$ cat config.mk
export PLATFORM = sky130hd
export DESIGN_NAME = rail_protect
export DESIGN_NICKNAME = d
export VERILOG_FILES = /design/src/rail_pkg.sv /design/src/rail_guard.sv /design/src/rail_protect.sv
export SDC_FILE = /design/constraint.sdc
export NUM_CORES = 1
export LEC_CHECK = 0
export BUFFER_PORTS_ARGS = -buffer_cell sky130_fd_sc_hd__clkbuf_2
export CAP_MARGIN = 20
export CORE_ASPECT_RATIO = 0.6
export CORE_MARGIN = 2
export CORE_UTILIZATION = 25
export CTS_BUF_LIST = sky130_fd_sc_hd__clkbuf_8 sky130_fd_sc_hd__clkbuf_16
export CTS_CLUSTER_SIZE = 20
export DETAILED_ROUTE_END_ITERATION = 8
export GPL_TIMING_DRIVEN = 0
export SYNTH_ARGS = -nofsm -noshare
export SYNTH_HDL_FRONTEND = slang
export SYNTH_HIERARCHICAL = 1
export SYNTH_SLANG_ARGS = --single-unit
$ cat constraint.sdc
create_clock -name clk_i -period 4.95 [get_ports clk_i]
set_input_delay 0 -clock clk_i [delete_from_list [all_inputs] [get_ports clk_i]]
set_output_delay 0 -clock clk_i [all_outputs]
set_load 0.01 [all_outputs]
$ cat src/rail_pkg.sv
package rail_pkg;
   // clock and timing
   localparam int unsigned CLK_MHZ = 250;
   localparam int unsigned SHORT_DLY_NS = 10000;
   localparam int unsigned SHORT_DLY_CYC = SHORT_DLY_NS * CLK_MHZ / 1000;
   localparam int unsigned PD_DLY_US = 100;
   localparam int unsigned PD_DLY_CYC = PD_DLY_US * CLK_MHZ;
   localparam int unsigned CNT_W = 16;
   // short threshold, percent of target magnitude
   localparam logic [6:0] SHORT_PCT = 7'h28;
   // register word offsets (byte addresses)
   localparam logic [7:0] OFS_IRQ_FLAG = 8'h00;
   localparam logic [7:0] OFS_IRQ_MASK = 8'h04;
   localparam logic [7:0] OFS_LIVE = 8'h08;
   localparam logic [7:0] OFS_GLBL_CFG = 8'h0C;
   localparam logic [7:0] OFS_DCDC_CFG = 8'h10;
   localparam logic [7:0] OFS_VCODE_UP = 8'h14;
   localparam logic [7:0] OFS_VCODE_LO = 8'h18;
   localparam logic [7:0] OFS_STATE = 8'h1C;
   // bit positions
   localparam int unsigned BIT_NEG = 0;
   localparam int unsigned BIT_POS = 1;
   localparam int unsigned BIT_RANGE = 0;
   localparam int unsigned BIT_PK_LO = 1;
   // reset values and the DCM-only peak limit code
   localparam logic [1:0] MASK_RST = 2'h3;
   localparam logic [8:0] VCODE_RST = 9'h000;
   localparam logic [1:0] PEAK_RST = 2'h0;
   localparam logic [1:0] PEAK_DCM = 2'h3;
   typedef enum logic [1:0] {RAIL_OFF, RAIL_ON, RAIL_SHORT_WAIT,
                             RAIL_TRIPPED} rail_state_t;
endpackage

$ cat src/rail_guard.sv
`timescale 1ns/1ns
// one rail: short delay timer, trip latch, power-down delay
module rail_guard
   import rail_pkg::*;
(
   input wire logic clk_i,
   input wire logic rst_i,
   input wire logic en_i,
   input wire logic force_on_i,
   input wire logic short_i,
   output logic on_o,
   output logic powered_o,
   output logic trip_o,
   output rail_state_t state_o
);
   rail_state_t state_q, state_d;
   logic [CNT_W-1:0] sc_q;
   logic [CNT_W-1:0] pd_q;
   logic pd_busy_q;
   logic sc_done, pd_done, want_on;

   assign sc_done = (sc_q == CNT_W'(SHORT_DLY_CYC - 1));
   assign pd_done = (pd_q == CNT_W'(PD_DLY_CYC - 1));
   // force-on skips the power-down wait after a trip
   assign want_on = (en_i && !pd_busy_q) || force_on_i;

   always_comb begin
      state_d = state_q;
      unique case (state_q)
         RAIL_OFF: if (want_on) state_d = RAIL_ON;
         RAIL_ON: begin
            if (short_i) state_d = RAIL_SHORT_WAIT;
            else if (!en_i && !force_on_i && pd_done) state_d = RAIL_OFF;
         end
         RAIL_SHORT_WAIT: begin
            if (!short_i) state_d = RAIL_ON;
            else if (sc_done) state_d = RAIL_TRIPPED;
         end
         RAIL_TRIPPED: begin
            if (force_on_i) state_d = RAIL_ON;
            else if (!en_i) state_d = RAIL_OFF;
         end
      endcase
   end

   // short delay counter runs only while the short persists
   always_ff @(posedge clk_i) begin
      if (rst_i || state_q != RAIL_SHORT_WAIT) sc_q <= '0;
      else sc_q <= sc_q + 1'b1;
   end

   // power-down delay: counts while enable is low; also gates re-enable
   always_ff @(posedge clk_i) begin
      if (rst_i) begin
         pd_q <= '0;
         pd_busy_q <= 1'b0;
      end else if (en_i || force_on_i || pd_done) begin
         pd_q <= '0;
         pd_busy_q <= 1'b0;
      end else if (state_q == RAIL_ON || state_q == RAIL_TRIPPED
                   || pd_busy_q) begin
         pd_q <= pd_q + 1'b1;
         pd_busy_q <= 1'b1;
      end
   end

   always_ff @(posedge clk_i) begin
      if (rst_i) begin
         state_q <= RAIL_OFF;
         on_o <= 1'b0;
         powered_o <= 1'b0;
         trip_o <= 1'b0;
      end else begin
         state_q <= state_d;
         on_o <= (state_d == RAIL_ON) || (state_d == RAIL_SHORT_WAIT);
         // powered flag cleared by force-on, set after normal power-up
         powered_o <= (state_d == RAIL_ON || state_d == RAIL_SHORT_WAIT)
                      && !force_on_i;
         trip_o <= (state_q == RAIL_SHORT_WAIT) && (state_d == RAIL_TRIPPED);
      end
   end

   assign state_o = state_q;
endmodule

$ cat src/rail_protect.sv
`timescale 1ns/1ns
module rail_protect
   import rail_pkg::*;
(
   input wire logic clk_i,
   input wire logic rst_i,
   // classic wishbone slave
   input wire logic cyc_i,
   input wire logic stb_i,
   input wire logic we_i,
   input wire logic [7:0] adr_i,
   input wire logic [3:0] sel_i,
   input wire logic [31:0] dat_i,
   output logic [31:0] dat_o,
   output logic ack_o,
   // pins and analog comparators
   input wire logic en_i,
   input wire logic [8:0] neg_mag_i,
   input wire logic pos_below_in_i,
   // regulator controls and interrupt
   output logic neg_rail_on_o,
   output logic pos_rail_on_o,
   output logic neg_rail_range_sel_o,
   output logic [8:0] neg_rail_vcode_o,
   output logic pos_rail_dcm_only_o,
   output logic irq_o
);
   // pin and comparator synchronisers
   logic en_s1_q, en_s2_q;
   logic [8:0] nm_s1_q, nm_s2_q;
   logic pb_s1_q, pb_s2_q;
   always_ff @(posedge clk_i) begin
      en_s1_q <= en_i;
      en_s2_q <= en_s1_q;
      nm_s1_q <= neg_mag_i;
      nm_s2_q <= nm_s1_q;
      pb_s1_q <= pos_below_in_i;
      pb_s2_q <= pb_s1_q;
   end
   logic en_sync;
   logic [8:0] neg_mag;
   assign en_sync = en_s2_q;
   assign neg_mag = nm_s2_q;

   // registers
   logic [1:0] irq_flag_q, irq_mask_q;
   logic neg_rail_force_on_q, pos_rail_force_on_q;
   logic neg_rail_range_sel_q;
   logic [1:0] pos_rail_peak_limit_sel_q;
   logic neg_rail_vcode_upper_q;
   logic [7:0] neg_rail_vcode_lower_q;
   logic [8:0] vcode_q;

   // short detection: magnitude*100 <= code*40 compares without division;
   // the code is treated as proportional to the target magnitude, which the
   // comparator front end scales the same way
   logic [15:0] mag_scaled, tgt_scaled;
   logic neg_short, pos_short;
   assign mag_scaled = 16'(neg_mag) * 16'h0064;
   assign tgt_scaled = 16'(vcode_q) * 16'(SHORT_PCT);
   assign neg_short = neg_rail_on_o && (mag_scaled <= tgt_scaled);
   assign pos_short = pos_rail_on_o && pb_s2_q;

   logic neg_on, pos_on, neg_trip, pos_trip;
   logic neg_pwr, pos_pwr;
   rail_state_t neg_st, pos_st;

   rail_guard u_neg (
      .clk_i(clk_i),
      .rst_i(rst_i),
      .en_i(en_sync),
      .force_on_i(neg_rail_force_on_q),
      .short_i(neg_short),
      .on_o(neg_on),
      .powered_o(neg_pwr),
      .trip_o(neg_trip),
      .state_o(neg_st)
   );

   rail_guard u_pos (
      .clk_i(clk_i),
      .rst_i(rst_i),
      .en_i(en_sync),
      .force_on_i(pos_rail_force_on_q),
      .short_i(pos_short),
      .on_o(pos_on),
      .powered_o(pos_pwr),
      .trip_o(pos_trip),
      .state_o(pos_st)
   );

   // live flags are held set while the rail sits tripped and follow the short otherwise
   logic [1:0] live;
   assign live[BIT_NEG] = (neg_st == RAIL_TRIPPED) || neg_short;
   assign live[BIT_POS] = (pos_st == RAIL_TRIPPED) || pos_short;

   // bus decode
   logic req, wr, rd;
   logic hit_flag, hit_mask, hit_glbl, hit_dcdc, hit_up, hit_lo;
   assign req = cyc_i && stb_i && !ack_o;
   assign wr = req && we_i && sel_i[0];
   assign rd = req && !we_i;
   assign hit_flag = (adr_i == OFS_IRQ_FLAG);
   assign hit_mask = (adr_i == OFS_IRQ_MASK);
   assign hit_glbl = (adr_i == OFS_GLBL_CFG);
   assign hit_dcdc = (adr_i == OFS_DCDC_CFG);
   assign hit_up = (adr_i == OFS_VCODE_UP);
   assign hit_lo = (adr_i == OFS_VCODE_LO);

   logic [31:0] rd_mux;
   always_comb begin
      unique case (adr_i)
         OFS_IRQ_FLAG: rd_mux = {30'h0, irq_flag_q};
         OFS_IRQ_MASK: rd_mux = {30'h0, irq_mask_q};
         OFS_LIVE: rd_mux = {30'h0, live};
         OFS_GLBL_CFG: rd_mux = {30'h0, pos_rail_force_on_q,
                                 neg_rail_force_on_q};
         OFS_DCDC_CFG: rd_mux = {29'h0, pos_rail_peak_limit_sel_q,
                                 neg_rail_range_sel_q};
         OFS_VCODE_UP: rd_mux = {31'h0, neg_rail_vcode_upper_q};
         OFS_VCODE_LO: rd_mux = {24'h0, neg_rail_vcode_lower_q};
         OFS_STATE: rd_mux = {20'h0, 2'(pos_st), 2'(neg_st),
                              6'h0, pos_pwr, neg_pwr};
         default: rd_mux = 32'h0000_0000; // unmapped reads as zero
      endcase
   end

   // every access acks in the cycle after it is seen, unmapped included
   always_ff @(posedge clk_i) begin
      if (rst_i) begin
         ack_o <= 1'b0;
         dat_o <= 32'h0000_0000;
      end else begin
         ack_o <= req;
         if (rd) dat_o <= rd_mux;
      end
   end

   // sticky flags: a trip in the clear cycle wins over the clear
   logic [1:0] trips, clr;
   assign trips = {pos_trip, neg_trip};
   assign clr = (wr && hit_flag) ? dat_i[1:0] : 2'h0;
   always_ff @(posedge clk_i) begin
      if (rst_i) irq_flag_q <= 2'h0;
      else irq_flag_q <= (irq_flag_q & ~clr) | trips;
   end

   always_ff @(posedge clk_i) begin
      if (rst_i) irq_mask_q <= MASK_RST;
      else if (wr && hit_mask) irq_mask_q <= dat_i[1:0];
   end

   // configuration registers
   always_ff @(posedge clk_i) begin
      if (rst_i) begin
         neg_rail_force_on_q <= 1'b0;
         pos_rail_force_on_q <= 1'b0;
         neg_rail_range_sel_q <= 1'b0;
         pos_rail_peak_limit_sel_q <= PEAK_RST;
      end else begin
         if (wr && hit_glbl) begin
            neg_rail_force_on_q <= dat_i[BIT_NEG];
            pos_rail_force_on_q <= dat_i[BIT_POS];
         end
         // host is expected to disable the converter first; not enforced
         if (wr && hit_dcdc) begin
            neg_rail_range_sel_q <= dat_i[BIT_RANGE];
            pos_rail_peak_limit_sel_q <= dat_i[BIT_PK_LO +: 2];
         end
      end
   end

   // upper bit is staged; the nine bits commit together on the lower write
   always_ff @(posedge clk_i) begin
      if (rst_i) begin
         neg_rail_vcode_upper_q <= VCODE_RST[8];
         neg_rail_vcode_lower_q <= VCODE_RST[7:0];
         vcode_q <= VCODE_RST;
      end else begin
         if (wr && hit_up) neg_rail_vcode_upper_q <= dat_i[0];
         if (wr && hit_lo) begin
            neg_rail_vcode_lower_q <= dat_i[7:0];
            vcode_q <= {neg_rail_vcode_upper_q, dat_i[7:0]};
         end
      end
   end

   // registered outputs
   always_ff @(posedge clk_i) begin
      if (rst_i) begin
         neg_rail_on_o <= 1'b0;
         pos_rail_on_o <= 1'b0;
         neg_rail_range_sel_o <= 1'b0;
         neg_rail_vcode_o <= VCODE_RST;
         pos_rail_dcm_only_o <= 1'b0;
         irq_o <= 1'b0;
      end else begin
         neg_rail_on_o <= neg_on;
         pos_rail_on_o <= pos_on;
         neg_rail_range_sel_o <= neg_rail_range_sel_q;
         neg_rail_vcode_o <= vcode_q;
         pos_rail_dcm_only_o <= (pos_rail_peak_limit_sel_q == PEAK_DCM);
         irq_o <= |(irq_flag_q & ~irq_mask_q);
      end
   end
endmodule

---- Yosys cells after proc, flatten, opt, wreduce, memory -nomap -nowiden ----
Cells that the tools add are included.
cells by class
  add/sub/neg operators ................... 4
  $mul .................................... 2
  order comparisons ....................... 1
  equal/unequal tests ..................... 26
  muxes and demuxes ....................... 18
  bitwise operators ....................... 5
  reduce and logical (&&, ||, !) cells .... 52
operators by type and width
  operator                                           count
  one-hot mux 12 bit (8 select lines)                1
  adder 16 x 1 -> 16 bit, second input constant      4
  == test 16 x 12 -> 1 bit, second input constant    2
  == test 16 x 15 -> 1 bit, second input constant    2
  == test 8 x 5 -> 1 bit, second input constant      4
  2-to-1 mux 2 bit                                   15
  logical AND 1 bit                                  23
  == test 2 bit, second input constant               9
  == test 8 x 4 -> 1 bit, second input constant      2
  <= comparator 16 x 15 -> 1 bit                     1
  logical OR 1 bit                                   16
  one-hot mux 2 bit (4 select lines)                 2
  multiplier 9 x 5 -> 14 bit, second input constant  1
  multiplier 9 x 3 -> 12 bit, second input constant  1
  == test 2 x 1 -> 1 bit, second input constant      4
  == test 8 x 3 -> 1 bit, second input constant      1
  logical NOT 8 bit                                  1
  logical NOT 1 bit                                  7
  OR reduction 2 bit                                 3
  bitwise AND 2 bit                                  2
  logical NOT 2 bit                                  2
  inequality test 2 bit, second input constant       2
  inverter 2 bit                                     2
  bitwise OR 2 bit                                   1
word-level totals
  bits in registers ....................... 172
  input port bits ......................... 60
  output and inout bits ................... 47
  word-level logic and storage cells ...... 145

---- Longest topological paths before layout ----
Gate-level depths: netlist of the first run.
  depth in word-level cells ............... 9
  gate-level depth with buffers ........... 22

---- By module ----
Netlist of the first run, hierarchy kept.
by module, submodules not included
  module        instances  cells each  area an instance (um^2)
  rail_protect  1          401         3851.2
  rail_guard    2          202         1745.4

---- Least setup slack after synthesis of the first run ----
No wires, ideal clock.
  kind .................................... reg-to-reg
  from .................................... register nm_s2_q[3], in the netlist neg_mag[3]
  to ...................................... register u_neg.powered_o
  library setup time ...................... 121 ps
  arrival time ............................ 4472 ps
  required time ........................... 4829 ps
  slack ................................... 357 ps
  stages on the path, launching flop included .. 22
  cells stage by stage .................... dfxtp_1 ha_1 ha_1 fa_1 ha_1 a21o_1 a21oi_1 o21ai_1 o41ai_1 xnor2_1 ha_1 and4b_1 nand3_1 o32ai_1 o2bb2ai_1 and2_1 nand2_1 a31oi_1 o31ai_1 ha_1 nor2b_1 nor2b_1
between the ends
  longest elaborated chain between the ends .. 8
  elaborated cells on any way between the ends .. 10
  those cells by class .................... 1 x mul; 1 x order compare; 2 x eq/ne; 3 x mux; 3 x reduce/logical
ends and longest elaborated chain
  what                                                            line                                source
  start: declaration                                              rail_protect.sv:30                  logic [8:0] nm_s1_q, nm_s2_q;
  start signal: assignment                                        rail_protect.sv:36                  nm_s2_q <= nm_s1_q;
  multiplier 9 x 5 -> 14 bit (*)                                  rail_protect.sv:59                  assign mag_scaled = 16'(neg_mag) * 16'h0064;
  <= comparator 16 x 15 -> 1 bit (*)                              rail_protect.sv:61                  assign neg_short = neg_rail_on_o && (mag_scaled <= tgt_scaled);
  logical AND 1 bit (*)                                           rail_protect.sv:61
  via neg_short                                                   rail_protect.sv:58                  logic neg_short, pos_short;
  2-to-1 mux 2 bit (on tied branches)                             rail_guard.sv:36, rail_guard.sv:32
  one-hot mux 2 bit (4 select lines) (*)                          rail_guard.sv:29                    unique case (state_q)
  via u_neg.state_d[0]                                            rail_guard.sv:16                    rail_state_t state_q, state_d;
  == test 2 x 1 -> 1 bit / == test 2 bit (equally long branches)  rail_guard.sv:77                    powered_o <= (state_d == RAIL_ON || state_d == RAIL_SHORT_WAIT)
  logical OR 1 bit (*)                                            rail_guard.sv:77
  logical AND 1 bit (*)                                           rail_guard.sv:78                    && !force_on_i;
  end signal: assignment                                          rail_guard.sv:77
  end: declaration                                                rail_guard.sv:12                    output logic powered_o,
The timed path passes the listed nets; every way through them passes the cells marked *.
A chain may end at the register's enable or synchronous reset.

---- Worst setup path in the final report of the first run ----
Same ends and word-level chain as after synthesis.

==> results of run 1 <==
path summary, 6_finish.rpt:
path              startpoint                     end  slack, ps
setup / recovery  neg_mag[3]         u_neg/powered_o        190
hold / removal      adr_i[3]  neg_rail_vcode_upper_q        120
setup reg to reg  neg_mag[3]         u_neg/powered_o        190
hold reg to reg      pb_s1_q                 pb_s2_q        330
area by class of cell:
class                           instances  share of cell area [%]
Buffer                                 45                   2.932
Multi-Input combinational cell        603                   46.46
Clock buffer                           18                   4.743
Inverter                               32                   1.297
Timing Repair Buffer                   89                   6.324
Sequential cell                       144                   31.23
Clock inverter                         14                   1.946
Tap cell                              375                   5.068
state kept, by name (all words and copies together) (netlist names), 2 cells and up:
register and flops:
u_neg/pd_q 16, u_neg/sc_q 16, u_pos/pd_q 16, u_pos/sc_q 16, dat_o 12, neg_mag 9
neg_rail_vcode_o 9, nm_s1_q 9, neg_rail_vcode_lower_q 7, irq_flag_q 2, irq_mask_q 2, pos_rail_peak_limit_sel_q 2
u_neg/state_o 2, u_pos/state_o 2, vcode_q 2
cell usage in the layout (no fill, tap or decap), types with 5 or more instances in the layout:
cell / count
a21o_1: 5
a21oi_1: 28
a22oi_1: 12
and4_1: 5
buf_4: 26
clkbuf_1: 18
clkbuf_16: 17
clkbuf_2: 58
conb_1: 20
dfxtp_1: 139
dlygate4sd3_1: 25
ha_1: 56
ha_4: 7
inv_1: 32
mux2i_1: 17
nand2_1: 47
nand2b_1: 6
nand3_1: 28
nand4_1: 21
nor2_1: 115
nor2b_1: 21
nor3_1: 23
nor4_1: 14
o21ai_0: 13
xnor2_1: 35
xor2_1: 27
cells by family after synthesis:
group	share of synthesized area (%)
flops	39.26
compound gates	9.816
simple gates	23.40
other cells	0.05108
xor+xnor	7.396
buf+inv	5.334
mux	2.471
fa+ha+maj	12.27
timing repair:
action                                  4_1_cts  5_1_grt
pin swaps                                     0       13
hold endpoints to repair                     33        0
setup buffers                                 0        6
gates resized for setup                       9       22
endpoints found under the setup margin        3        3
hold buffers                                 25        0
worst min-delay path, stage by stage:
cell and delay [ps]:
clkbuf_2 120, nor3_2 100, nand4_1 120, mux2i_1 80, nor2_1 80
layer usage:
layer	GRT usage, %	share of wire, %	up-vias
met5	0	0	-
met4	3.458	0.82	0
met3	3.091	5.0	13
met2	16.15	39	141
met1	17.97	56	2743
li1	-	-	3070
power groups by stage:
| stage | sequential, mW | combinational [mW] | clock (mW) |
|---|---|---|---|
| 2_1_floorplan | 1.22 | 0.288 | 0 |
| 3_5_place_dp | 1.23 | 0.382 | 0 |
| 3_3_place_gp | 1.23 | 0.376 | 0 |
| 6_report | 1.20 | 0.467 | 1.34 |
| 4_1_cts | 1.20 | 0.409 | 1.37 |
| 5_1_grt | 1.20 | 0.521 | 1.43 |
==> impl.org, run 1 <==
** Layout
- Number of nets in the final layout :: about 1,100
- Antenna cell count :: 0
- The filler cells instantiated in the layout total roughly 3,000.
- At the end of the flow the core is filled with cells to between 30% and 40%.
- Signed area change from the synthesized netlist to the final layout :: 26.11%
- In the final layout, the multi-input gates occupy approximately 4300 um^2.
- Excluding fillers, the count of instances in the completed layout stands at approximately 1,300.
- Storage element area :: ~2900 um^2
- Cells with a size suffix above 1 make up approximately 18% of the layout.
- Summing all non-filler instances in the final layout gives an area of between 9000 and 10,000 um^2.

** Placement
- In this run the cell area measured after placement is 8173 um^2.
- At the end of routability-driven placement, the weighted congestion stood at a little over 0.8.
- Count of input and output buffers :: 58
- Count of placed standard cells including taps :: between 1,000 and 1,500
- Minimum setup slack after placement :: -248.1 ps
- Half-perimeter wire length of the detailed placement result :: around 13,000 um

** Clocking
- Clock tree from TritonCTS :: done
- The H-tree generated during clock tree synthesis spans 4 levels.
- After clock tree synthesis, the clock-pin slew on the worst setup and hold paths is about 60 ps.
- Clock latency reported for the late side of the worst-skew pair :: between 400 and 500 ps
- Clock buffer count from CTS :: 17
- No sink is reached through more buffers than the 2 on the longest clock path.
- Count of clock tree sinks :: 144
- CTS placed an instance of clkbuf_16 at the clock tree root.

** Yosys
- Fraction of synthesized cell area taken by the top area cell type :: just under 40%
- Sorting the synthesized cells by how often they occur yields dfxtp_1 (144), nor2_1 (116), ha_1 (64).
- A synthesized cell averages a little over 9 um^2.
- Sequential fraction of the synthesis area :: 39.26%
- Yosys attributes the largest share of cell area to dfxtp_1 (39%), ha_1 (11%), nor2_1 (5.9%).
- Post-synth EDFFs :: 0
- Cell count after synthesis :: slightly above 800
- Synthesis inferred between 100 and 150 register bits.
- Proportion of synthesized flip-flops having asynchronous set or reset :: 0%
- Dominant cell by count in the synthesized netlist :: dfxtp_1
- Yosys warns :: 6
- The biggest area contributor in the post-synthesis netlist is dfxtp_1.
- Unique cell type count in the Yosys netlist :: 70
- For this run, the leading register cell type out of synthesis is dfxtp_1.
- Syn Std Cell Area :: ~7300 um^2

** Worst hold path
- The tightest min-delay check is of the in -> reg type.
- Worst Hold Depth :: 5

** Pwr
- The analysis attributes to cell leakage a power of roughly 3.6 nW.
- Seq pwr share :: between 30% and 40%
- Summed over all nets, the switching power comes to ~0.8 mW.
- Switching part of the total :: between 20% and 30%
- Largest vdd supply drop :: about 210 uV
- Of the total power, the clock network draws between 40 and 50%.
- Combinational power share :: ~16%
- Total power per unit cell area :: approximately 330 nW/um^2
- The internal power of the cells totals ~2.2 mW.
- The completed layout was analyzed and its total power is 3.010 mW.

** Global routing
- Wire length of the first global-routing pass :: roughly 29,000 um
- Tot GR Track Use :: between 10% and 20%
- Maximum number of pins on one net before global-route repair :: 17
- Via count of the first global-routing pass :: ~5,400
- Number of antenna violations at the first check in global routing :: 0
- The total overflow left after global routing is 0.

** Run status
- The run finished with clean final reports.

** Timing
- Time the worst path needs with I/O delays and setup :: roughly 4800 ps
- Worst Max-Slew Pin Slew :: 755.8 ps
- Final hold analysis gives a worst-case slack of between 100 and 150 ps.
- Headroom to the max-slew limit came out at approximately half.
- Setup total negative slack on the finished layout was measured at 0 ps.
- The number of max-slew violations in the final report is 0.
- The hold violation count in the final report came to 0.
- Number of setup violations in the final report :: 0
- Derived from the worst setup path, the maximum achievable clock frequency is 0.2103 GHz.
- Post-route worst setup slack :: roughly 190 ps
- In the finished design, the share of the clock period the worst path needs comes to a little over nine tenths.
- Worst-case clock skew :: ~9.9 ps

** Setup path
- Number of buffers and inverters on the critical path :: 0
- Startpoint type of the worst setup path :: flop
- CP peak stage delay :: around 570 ps
- Top Family by Delay on Critical Path :: adder cells
- For the worst setup path, the data arrival time is a little over 5000 ps.
- Data required time at the worst endpoint :: around 5300 ps
- Counting stages on the worst path, the most repeated cell is ha_1.
- The slowest stage of the critical path is the fa_1 cell.
- The worst setup path is captured at a flop.
- The worst register-to-register path has a depth of 20.
- Critical path class :: reg -> reg
- Critical path cell sequence :: ha_1, ha_1, fa_1, ha_4, a21oi_2, o21ai_2, o41ai_2, xnor2_1, ha_1, and4b_1, nand3_2, o32ai_2, o2bb2ai_2, and2_4, nand2_2, a31oi_4, o31ai_2, ha_1, nor2b_1, nor2b_1
- Worst-path maximum fanout :: 3
- WP depth :: 20

** Die
- Floorplan die height :: between 100 and 150 um
- Once the floorplan was initialized, standard cells occupied between 20 and 30% of the core.
- The die is approximately 230 um wide.
- The floorplan has between 40 and 50 rows.
- roughly 110 I/O pins were placed.
- The core region is between 20,000 and 30,000 um^2.
- The die covers 30,800 um^2.

** Routing
- The final layout contains routed wiring with a total length of between 15,000 and 20,000 um.
- Detail Route Antenna Nets :: 0
- The detailed router finished its first iteration with around 450 violations.
- Final routed wire length divided by cell count :: approximately 13 um
- The routed layout has a little under 6,000 vias.
- Total DRC errors in the routed layout :: 0
- Drt first pass iters :: 4
- In the routed layout, each cell is associated on average with a via count of 4.520.

** Job
- Across the run, the number of max-cap violations was 0.
Note: power is estimated with default switching activity, not from simulation.
==> run 2, diff against run 1 <==
--- a/config.mk
+++ b/config.mk
@@ -7,7 +7,6 @@
 export LEC_CHECK = 0
 export BUFFER_PORTS_ARGS = -buffer_cell sky130_fd_sc_hd__clkbuf_2
 export CAP_MARGIN = 20
-export CORE_ASPECT_RATIO = 0.6
 export CORE_MARGIN = 2
 export CORE_UTILIZATION = 25
 export CTS_BUF_LIST = sky130_fd_sc_hd__clkbuf_8 sky130_fd_sc_hd__clkbuf_16
==> run 2 against run 1 <==
Worst hold slack worse by 63 ps; register-to-register slack improved by 50 ps; sequential power about the same; first-iteration DRC count decreased by 23%; power down 2.0%; flip-flop and latch count unchanged; via count decreased by 2.1%; cell area shrank 1.8%; critical path depth increased by 1; die area fell by 0.15%; clock skew is 0.61 ps lower; critical path type unchanged; largest cell class unchanged.
==> impl.org, run 2 (same netlist as run 1, synthesis figures left out) <==
** Run status
- Outcome :: finished clean

** Setup path
- The signal arrival time at the worst endpoint is 5020 ps (-50 ps).
- The worst setup path is captured at a flop.
- Worst-path maximum fanout :: 4 (+1)
- The flop-to-flop setup slack is 240 ps (+50 ps).
- The worst setup path is launched from a flop.
- Critical register-to-register path startpoint :: neg_mag[1]
- The critical path ends at u_neg/powered_o.
- The endpoint identified for the worst register-to-register timing path is u_neg/powered_o.
- The critical path is of the reg -> reg type.
- Count of cells along the worst register-to-register path :: 21 (+5.0%)
- The most critical setup path has its startpoint at neg_mag[1].
- The required time of the critical path is 5260 ps (about the same).

** Routing
- Wire length after detailed routing :: 15,870 um (-10%)
- Final routed wire length divided by cell count :: 12.00 um (-11%)
- WL met2 :: 7301 um (+6.6%)
- The remaining routing DRC violations was 0 (unchanged).
- Highest routed layer :: met5
- Post-detailed-route via-to-cell ratio :: 4.418 (-2.3%)
- The antenna violation net count after detailed routing was 0 (unchanged).
- Via count of the routed design :: 5,841 (-2.1%)
- Drt first pass iters :: 5 (+1)
- Met3 Wirelength :: 674 um (-23%)
- Routed met1 length :: 7604 um (-23%)
- Number of violations reported at the end of detailed-routing iteration 0 :: 344 (-23%)

** Global routing
- The number of global-route vias before repair came to 5,451 (+0.26%).
- Number of antenna violations at the first check in global routing :: 1 (+1)
- The total routing resource utilization after global routing came to 10.67% (-1.2 points).
- The wire length of the first global-routing pass is 26,610 um (-7.0%).
- The global route total overflow came to 0 (unchanged).
- The pin count of the biggest net entering global routing was 17 (unchanged).

** Pwr
- Lkg Pwr :: 3.573 nW (-0.94%)
- Largest vdd supply drop :: 202.5 uV (-2.2%)
- The power density over cell area was 324.2 nW/um^2 (-0.27%).

** Timing
- Worst-case clock skew :: 9.304 ps (-0.6126 ps)
- Count of pins over their slew limit :: 0 (unchanged)
- Worst Max-Slew Pin Slew :: 603.2 ps (-152.6 ps)
- Time the worst path needs with I/O delays and setup :: 4711 ps (-45.20 ps)
- Number of setup violations in the final report :: 0 (unchanged)
- The hold violation count in the final report was 0 (unchanged).
- The achievable clock frequency came to 0.2123 GHz (+0.96%).
- The max-slew headroom at the worst pin was 59.41% (+10 points).
- The portion of the clock cycle consumed by the worst path in the final layout was 95.16% (-0.91 points).

** Die
- Number of I/O pins :: 107 (unchanged)
- Full die area :: 30,750 um^2 (-0.15%)
- Floorplan die height :: 175.4 um (+28%)
- Effective utilization at floorplan :: 25.51% (+0.042 points)
- Die X-Extent :: 175.4 um (-22%)
- Placement row count :: 62 (+29%)
- The area of the placeable core was 28,780 um^2 (-0.16%).

** Placement
- The placed instance area was 8184 um^2 (+0.14%).
- The number of port buffers was 58 (unchanged).
- Half-perimeter wire length of the detailed placement result :: 11,870 um (-10%)
- Final Wtd Congestion :: 0.8090 (-1.3%)
- Count of placed standard cells including taps :: 1,266 (+0.72%)

** Layout
- The final layout net count was 1,054 (-0.66%).
- Compared with the post-synthesis result, the final layout area differs by 23.89%.
- In the layout the commonest cells are dfxtp_1 (142), nor2_1 (115), ha_1 (63).
- Post-route cell area :: 9096 um^2 (-1.8%)
- Antenna cell count :: 0 (unchanged)
- The filler cell count in the final layout was 2,966 (-0.87%).
- The area used by sequential logic in the layout came to 2885 um^2 (-0.22%).
- Number of standard cells in the layout, taps in and fillers out :: 1,322 (+0.15%)
- Leaving out fill and tap cells, the most frequent cell in the layout is dfxtp_1.
- The layout cell share with drive strength beyond 1 is 15.78% (-2.1 points).
- Area of combinational cells with multiple inputs :: 4195 um^2 (-2.5%)

** Clocking
- The number of clock sinks was 144 (unchanged).
- Number of H-tree levels :: 4 (unchanged)
- Max Root-Sink Buffers :: 2 (unchanged)
- The insertion delay to the later sink of the worst-skew pair was 420 ps (about the same).
- The clock-pin slew of the registers on the worst-case setup and hold paths is 60 ps (about the same).
- Cell at the root of the clock tree :: clkbuf_16
- The number of buffers added by the clock tree synthesis step came to 17 (unchanged).
- TritonCTS built the clock tree.

** Job
- The number of maximum-capacitance violations was 0 (unchanged).

** Worst hold path
- Path type of the worst min-delay path :: in -> reg
run 2: cell types whose count changed in the layout (fill, tap and decap cells not counted), sizes merged:
cell,before,now
buf,32,27
clkinv,6,1
inv,36,39
clkinvlp,1,3
dlygate4sd3,25,23
run 2: worst min-delay path by stage:
stage                                         to  cells after the start  slack [ps]         start
global route        pos_rail_peak_limit_sel_q[0]                      5          90         stb_i
floorplan                                en_s1_q                      0          30          en_i
CTS                         neg_rail_range_sel_q                      5          30         stb_i
global placement                      nm_s1_q[7]                      1         110  neg_mag_i[7]
finish                      neg_rail_range_sel_q                      5          50         stb_i
detailed placement                    nm_s1_q[8]                      1         100  neg_mag_i[8]
run 2: cell type report:
type	instances	share of cell area [%]
Multi-Input combinational cell	603	46.12
Sequential cell	144	31.72
Timing Repair Buffer	82	5.805
Tap cell	384	5.282
Clock buffer	18	4.828
Buffer	45	2.985
Clock inverter	14	1.939
Inverter	32	1.320
run 2: where the power goes:
part	switching, mW	internal (mW)
Clock	0.516	0.814
Sequential	0.0161	1.18
Combinational	0.226	0.194
run 2: worst max-delay path: stages (launching register included):
cell and delay (ps):
dfxtp_1 330, ha_1 310, ha_1 310, ha_1 330
ha_1 340, a211oi_2 260, nor2_1 90, o21a_1 190
nor2_2 120, o21bai_1 100, xor2_1 150, ha_1 330
a21o_1 190, a221o_1 310, o2bb2ai_2 170, and2_4 180
nand2_1 70, a31oi_2 180, o31ai_1 100, ha_1 280
nor2b_1 130, nor2b_1 130
run 2: what timing repair did:
item	CTS	global route
hold buffers	23	0
endpoints found under the hold margin	35	0
pin swaps	0	3
cloned	0	0
resized for setup	3	10
setup endpoints to repair	2	3
setup buffers	0	1
run 2: metal layers:
metal / track usage (%) / up-vias
met5: 0 / -
met4: 4.167 / 2
met3: 2.879 / 15
met2: 16.98 / 99
met1: 13.72 / 2673
li1: - / 3052
run 2: stage by stage:
| step | setup slack, ps | setup TNS, ps | total power [mW] | hold WS [ps] | util (%) |
|---|---|---|---|---|---|
| 5_1_grt | -19.67 | -19.67 | 3.104 | 93.27 | 31.61 |
| 3_5_place_dp | -135.2 | -143.9 | 1.603 | 103.9 | 28.44 |
| 4_1_cts | 15.62 | 0 | 2.969 | 34.13 | 31.42 |
| 6_report | 239.5 | 0 | 2.949 | 53.62 | 31.61 |
| 3_3_place_gp | -158.7 | -188.5 | 1.600 | 105.8 | 28.44 |
| 2_1_floorplan | 357.2 | 0 | 1.508 | 27.72 | - |
==> run 3, diff against run 2 <==
--- a/config.mk
+++ b/config.mk
@@ -7,12 +7,15 @@
 export LEC_CHECK = 0
 export BUFFER_PORTS_ARGS = -buffer_cell sky130_fd_sc_hd__clkbuf_2
 export CAP_MARGIN = 20
+export CELL_PAD_IN_SITES_DETAIL_PLACEMENT = 0
+export CELL_PAD_IN_SITES_GLOBAL_PLACEMENT = 1
 export CORE_MARGIN = 2
 export CORE_UTILIZATION = 25
 export CTS_BUF_LIST = sky130_fd_sc_hd__clkbuf_8 sky130_fd_sc_hd__clkbuf_16
 export CTS_CLUSTER_SIZE = 20
 export DETAILED_ROUTE_END_ITERATION = 8
 export GPL_TIMING_DRIVEN = 0
+export PLACE_DENSITY_LB_ADDON = 0.1
 export SYNTH_ARGS = -nofsm -noshare
 export SYNTH_HDL_FRONTEND = slang
 export SYNTH_HIERARCHICAL = 1
==> run 3 against run 2 <==
Clock skew up 7.0 ps; flip-flop and latch count unchanged; clock power about the same; cell area grew 2.0%; clock-buffer cell count decreased by 1; critical path depth unchanged; cell count rose by 0.61%; largest cell class unchanged; largest power group unchanged; highest routed layer is now met4.
==> impl.org, run 3 (same netlist as run 1, synthesis figures left out) <==
** Run status
- Outcome :: finished clean

** Clocking
- Clock latency reported for the late side of the worst-skew pair :: 420 ps (about the same)
- The number of levels in the clock H-tree is 4 (unchanged).
- The number of buffers added by the clock tree synthesis step is 17 (unchanged).
- TritonCTS built the clock tree.
- Count of clock tree sinks :: 144 (unchanged)
- Cell at the root of the clock tree :: clkbuf_16
- CTS clk-pin slew, worst paths :: 70 ps (about the same)
- Max Root-Sink Buffers :: 2 (unchanged)

** Timing
- The post-route worst hold slack is 92.77 ps (+39.15 ps).
- The portion of the clock cycle consumed by the worst path in the final layout was 95.06% (-0.097 points).
- The measured slew at the worst slew-check pin is 684.2 ps (+81.01 ps).
- Time the worst path needs with I/O delays and setup :: 4706 ps (-4.807 ps)
- The number of max-slew violations in the final report came to 0 (unchanged).
- The sum of negative setup slack was 0 ps (unchanged).
- The achievable clock frequency is 0.2125 GHz (+0.10%).
- The worst setup skew after layout came to 16.31 ps (+7.002 ps).
- Number of setup violations in the final report :: 0 (unchanged)
- Headroom to the max-slew limit :: 53.96% (-5.5 points)
- The hold violation count in the final report is 0 (unchanged).

** Die
- Placement row count :: 62 (unchanged)
- Full die area :: 30,750 um^2 (unchanged)
- Floorplan die height :: 175.4 um (unchanged)
- The area of the placeable core was 28,780 um^2 (unchanged).
- Die X-Extent :: 175.4 um (unchanged)
- Effective utilization at floorplan :: 25.51% (unchanged)
- Number of I/O pins :: 107 (unchanged)

** Pwr
- The highest ir drop seen on vdd was 207.3 uV (+2.4%).
- Total power per unit cell area :: 322.0 nW/um^2 (-0.67%)
- The overall power after layout was 2.988 mW (+1.3%).
- Lkg Pwr :: 3.603 nW (+0.83%)

** Routing
- Wire length after detailed routing :: 18,020 um (+14%)
- The number of iterations in the first detailed-routing pass came to 4 (-1).
- Number of violations reported at the end of detailed-routing iteration 0 :: 221 (-36%)
- Final routed wire length divided by cell count :: 13.55 um (+13%)
- The remaining routing DRC violations is 0 (unchanged).
- The antenna violation net count after detailed routing was 0 (unchanged).
- The number of vias in the routed layout is 5,849 (+0.14%).
- Post-detailed-route via-to-cell ratio :: 4.398 (-0.47%)

** Setup path
- Data arrival time at the worst-slack endpoint :: 5010 ps (about the same)
- Data required time at the worst endpoint :: 5250 ps (about the same)
- Critical register-to-register path startpoint :: neg_mag[2]
- Worst R2R Setup Slack :: 240 ps (about the same)
- Reg2Reg Capture Point :: u_neg/powered_o
- Critical path class :: reg -> reg
- The most critical setup path has its startpoint at neg_mag[2].
- The most critical setup path has its endpoint at u_neg/powered_o.
- The largest fanout on the critical path came to 4 (unchanged).
- Endpoint class of the critical path :: flop
- STA classifies the critical path startpoint as a flop.
- The worst-case reg-to-reg path depth is 21 (unchanged).

** Placement
- Count of input and output buffers :: 58 (unchanged)
- Half-perimeter wire length of the detailed placement result :: 13,360 um (+13%)
- The global placement routability congestion was 0.7521 (-7.0%).

** Global routing
- The total routing resource utilization after global routing came to 12.17% (+1.5 points).
- Via count of the first global-routing pass :: 5,773 (+5.9%)
- The pin count of the biggest net entering global routing was 17 (unchanged).
- Number of antenna violations at the first check in global routing :: 0 (-1)
- Total congestion overflow after global routing :: 0 (unchanged)
- The wire length of the first global-routing pass came to 29,930 um (+13%).

** Layout
- The layout cell share with drive strength beyond 1 came to 18.08% (+2.3 points).
- Most common library cell in the layout ignoring fill and taps :: dfxtp_1
- Signed area change from the synthesized netlist to the final layout :: 26.40%
- Post-Route Utilization :: 32.25% (+0.64 points)
- Commonest cells after routing, fill and taps aside :: dfxtp_1 (139), nor2_1 (115), clkbuf_2 (58)
- Antenna cell count :: 0 (unchanged)
- The final layout net count was 1,062 (+0.76%).

** Job
- Number of maximum-capacitance constraint violations :: 0 (unchanged)

** Worst hold path
- The path class of the tightest hold or removal check is in -> reg.
run 3: stage by stage:
step                setup WS, ps  instance area (um^2)  cells
floorplan                  357.2                  7413    824
global placement          -356.2                  8184   1266
detailed placement        -286.0                  8184   1266
CTS                        2.166                  9075   1323
global route              -52.72                  9280   1330
finish                     244.3                  9280   1330
run 3: power breakdown:
| part | internal [mW] | switching, mW |
|---|---|---|
| Clock | 0.763 | 0.560 |
| Sequential | 1.18 | 0.0183 |
| Combinational | 0.224 | 0.243 |
run 3: worst max-delay path: stages, from the launching register on:
cell       delay, ps
dfxtp_4          360
ha_4             270
ha_4             190
fa_2             550
ha_4             210
a21o_1           180
a21oi_4          140
o21ai_2           80
o41ai_2          310
xnor2_1          150
ha_1             340
and4b_1          210
nand3_2           80
o32ai_2          270
o2bb2ai_2        150
and2_4           200
nand2_2           60
a31oi_4          170
o31ai_2           90
ha_1             310
nor2b_4          130
nor2b_1          130
run 3: timing repair:
action	CTS	global route
resized for setup	9	28
hold buffers	25	0
setup endpoints to repair	3	3
endpoints found under the hold margin	32	0
setup buffers	0	7
pin swaps	0	17
run 3: worst min-delay path by stage:
stage	slack (ps)	end	start	depth (start not counted)
after global placement	100	nm_s1_q[8]	neg_mag_i[8]	1
final	90	neg_rail_vcode_upper_q	adr_i[3]	5
after global routing	170	neg_rail_vcode_upper_q	adr_i[3]	5
after CTS	80	neg_rail_vcode_upper_q	adr_i[3]	5
after floorplan	30	en_s1_q	en_i	0
after detailed placement	110	nm_s1_q[1]	neg_mag_i[1]	1
run 3: layout make-up:
cell class | instances | area [um^2]
timing repair buffer | 90 | 593.1
fill | 3062 | 19500
tap | 384 | 480.5
multi-input combinational | 603 | 4318
clock inverter | 15 | 175.2
clock buffer | 17 | 425.4
sequential | 144 | 2897
buffer | 45 | 271.5
inverter | 32 | 120.1
run 3: layer usage:
metal	GRT usage, %	up-vias	share of wire (%)
met5	0	-	0
met4	3.333	0	0.90
met3	2.706	12	3.0
met2	19.37	67	45
met1	16.54	2704	51
li1	-	3066	-
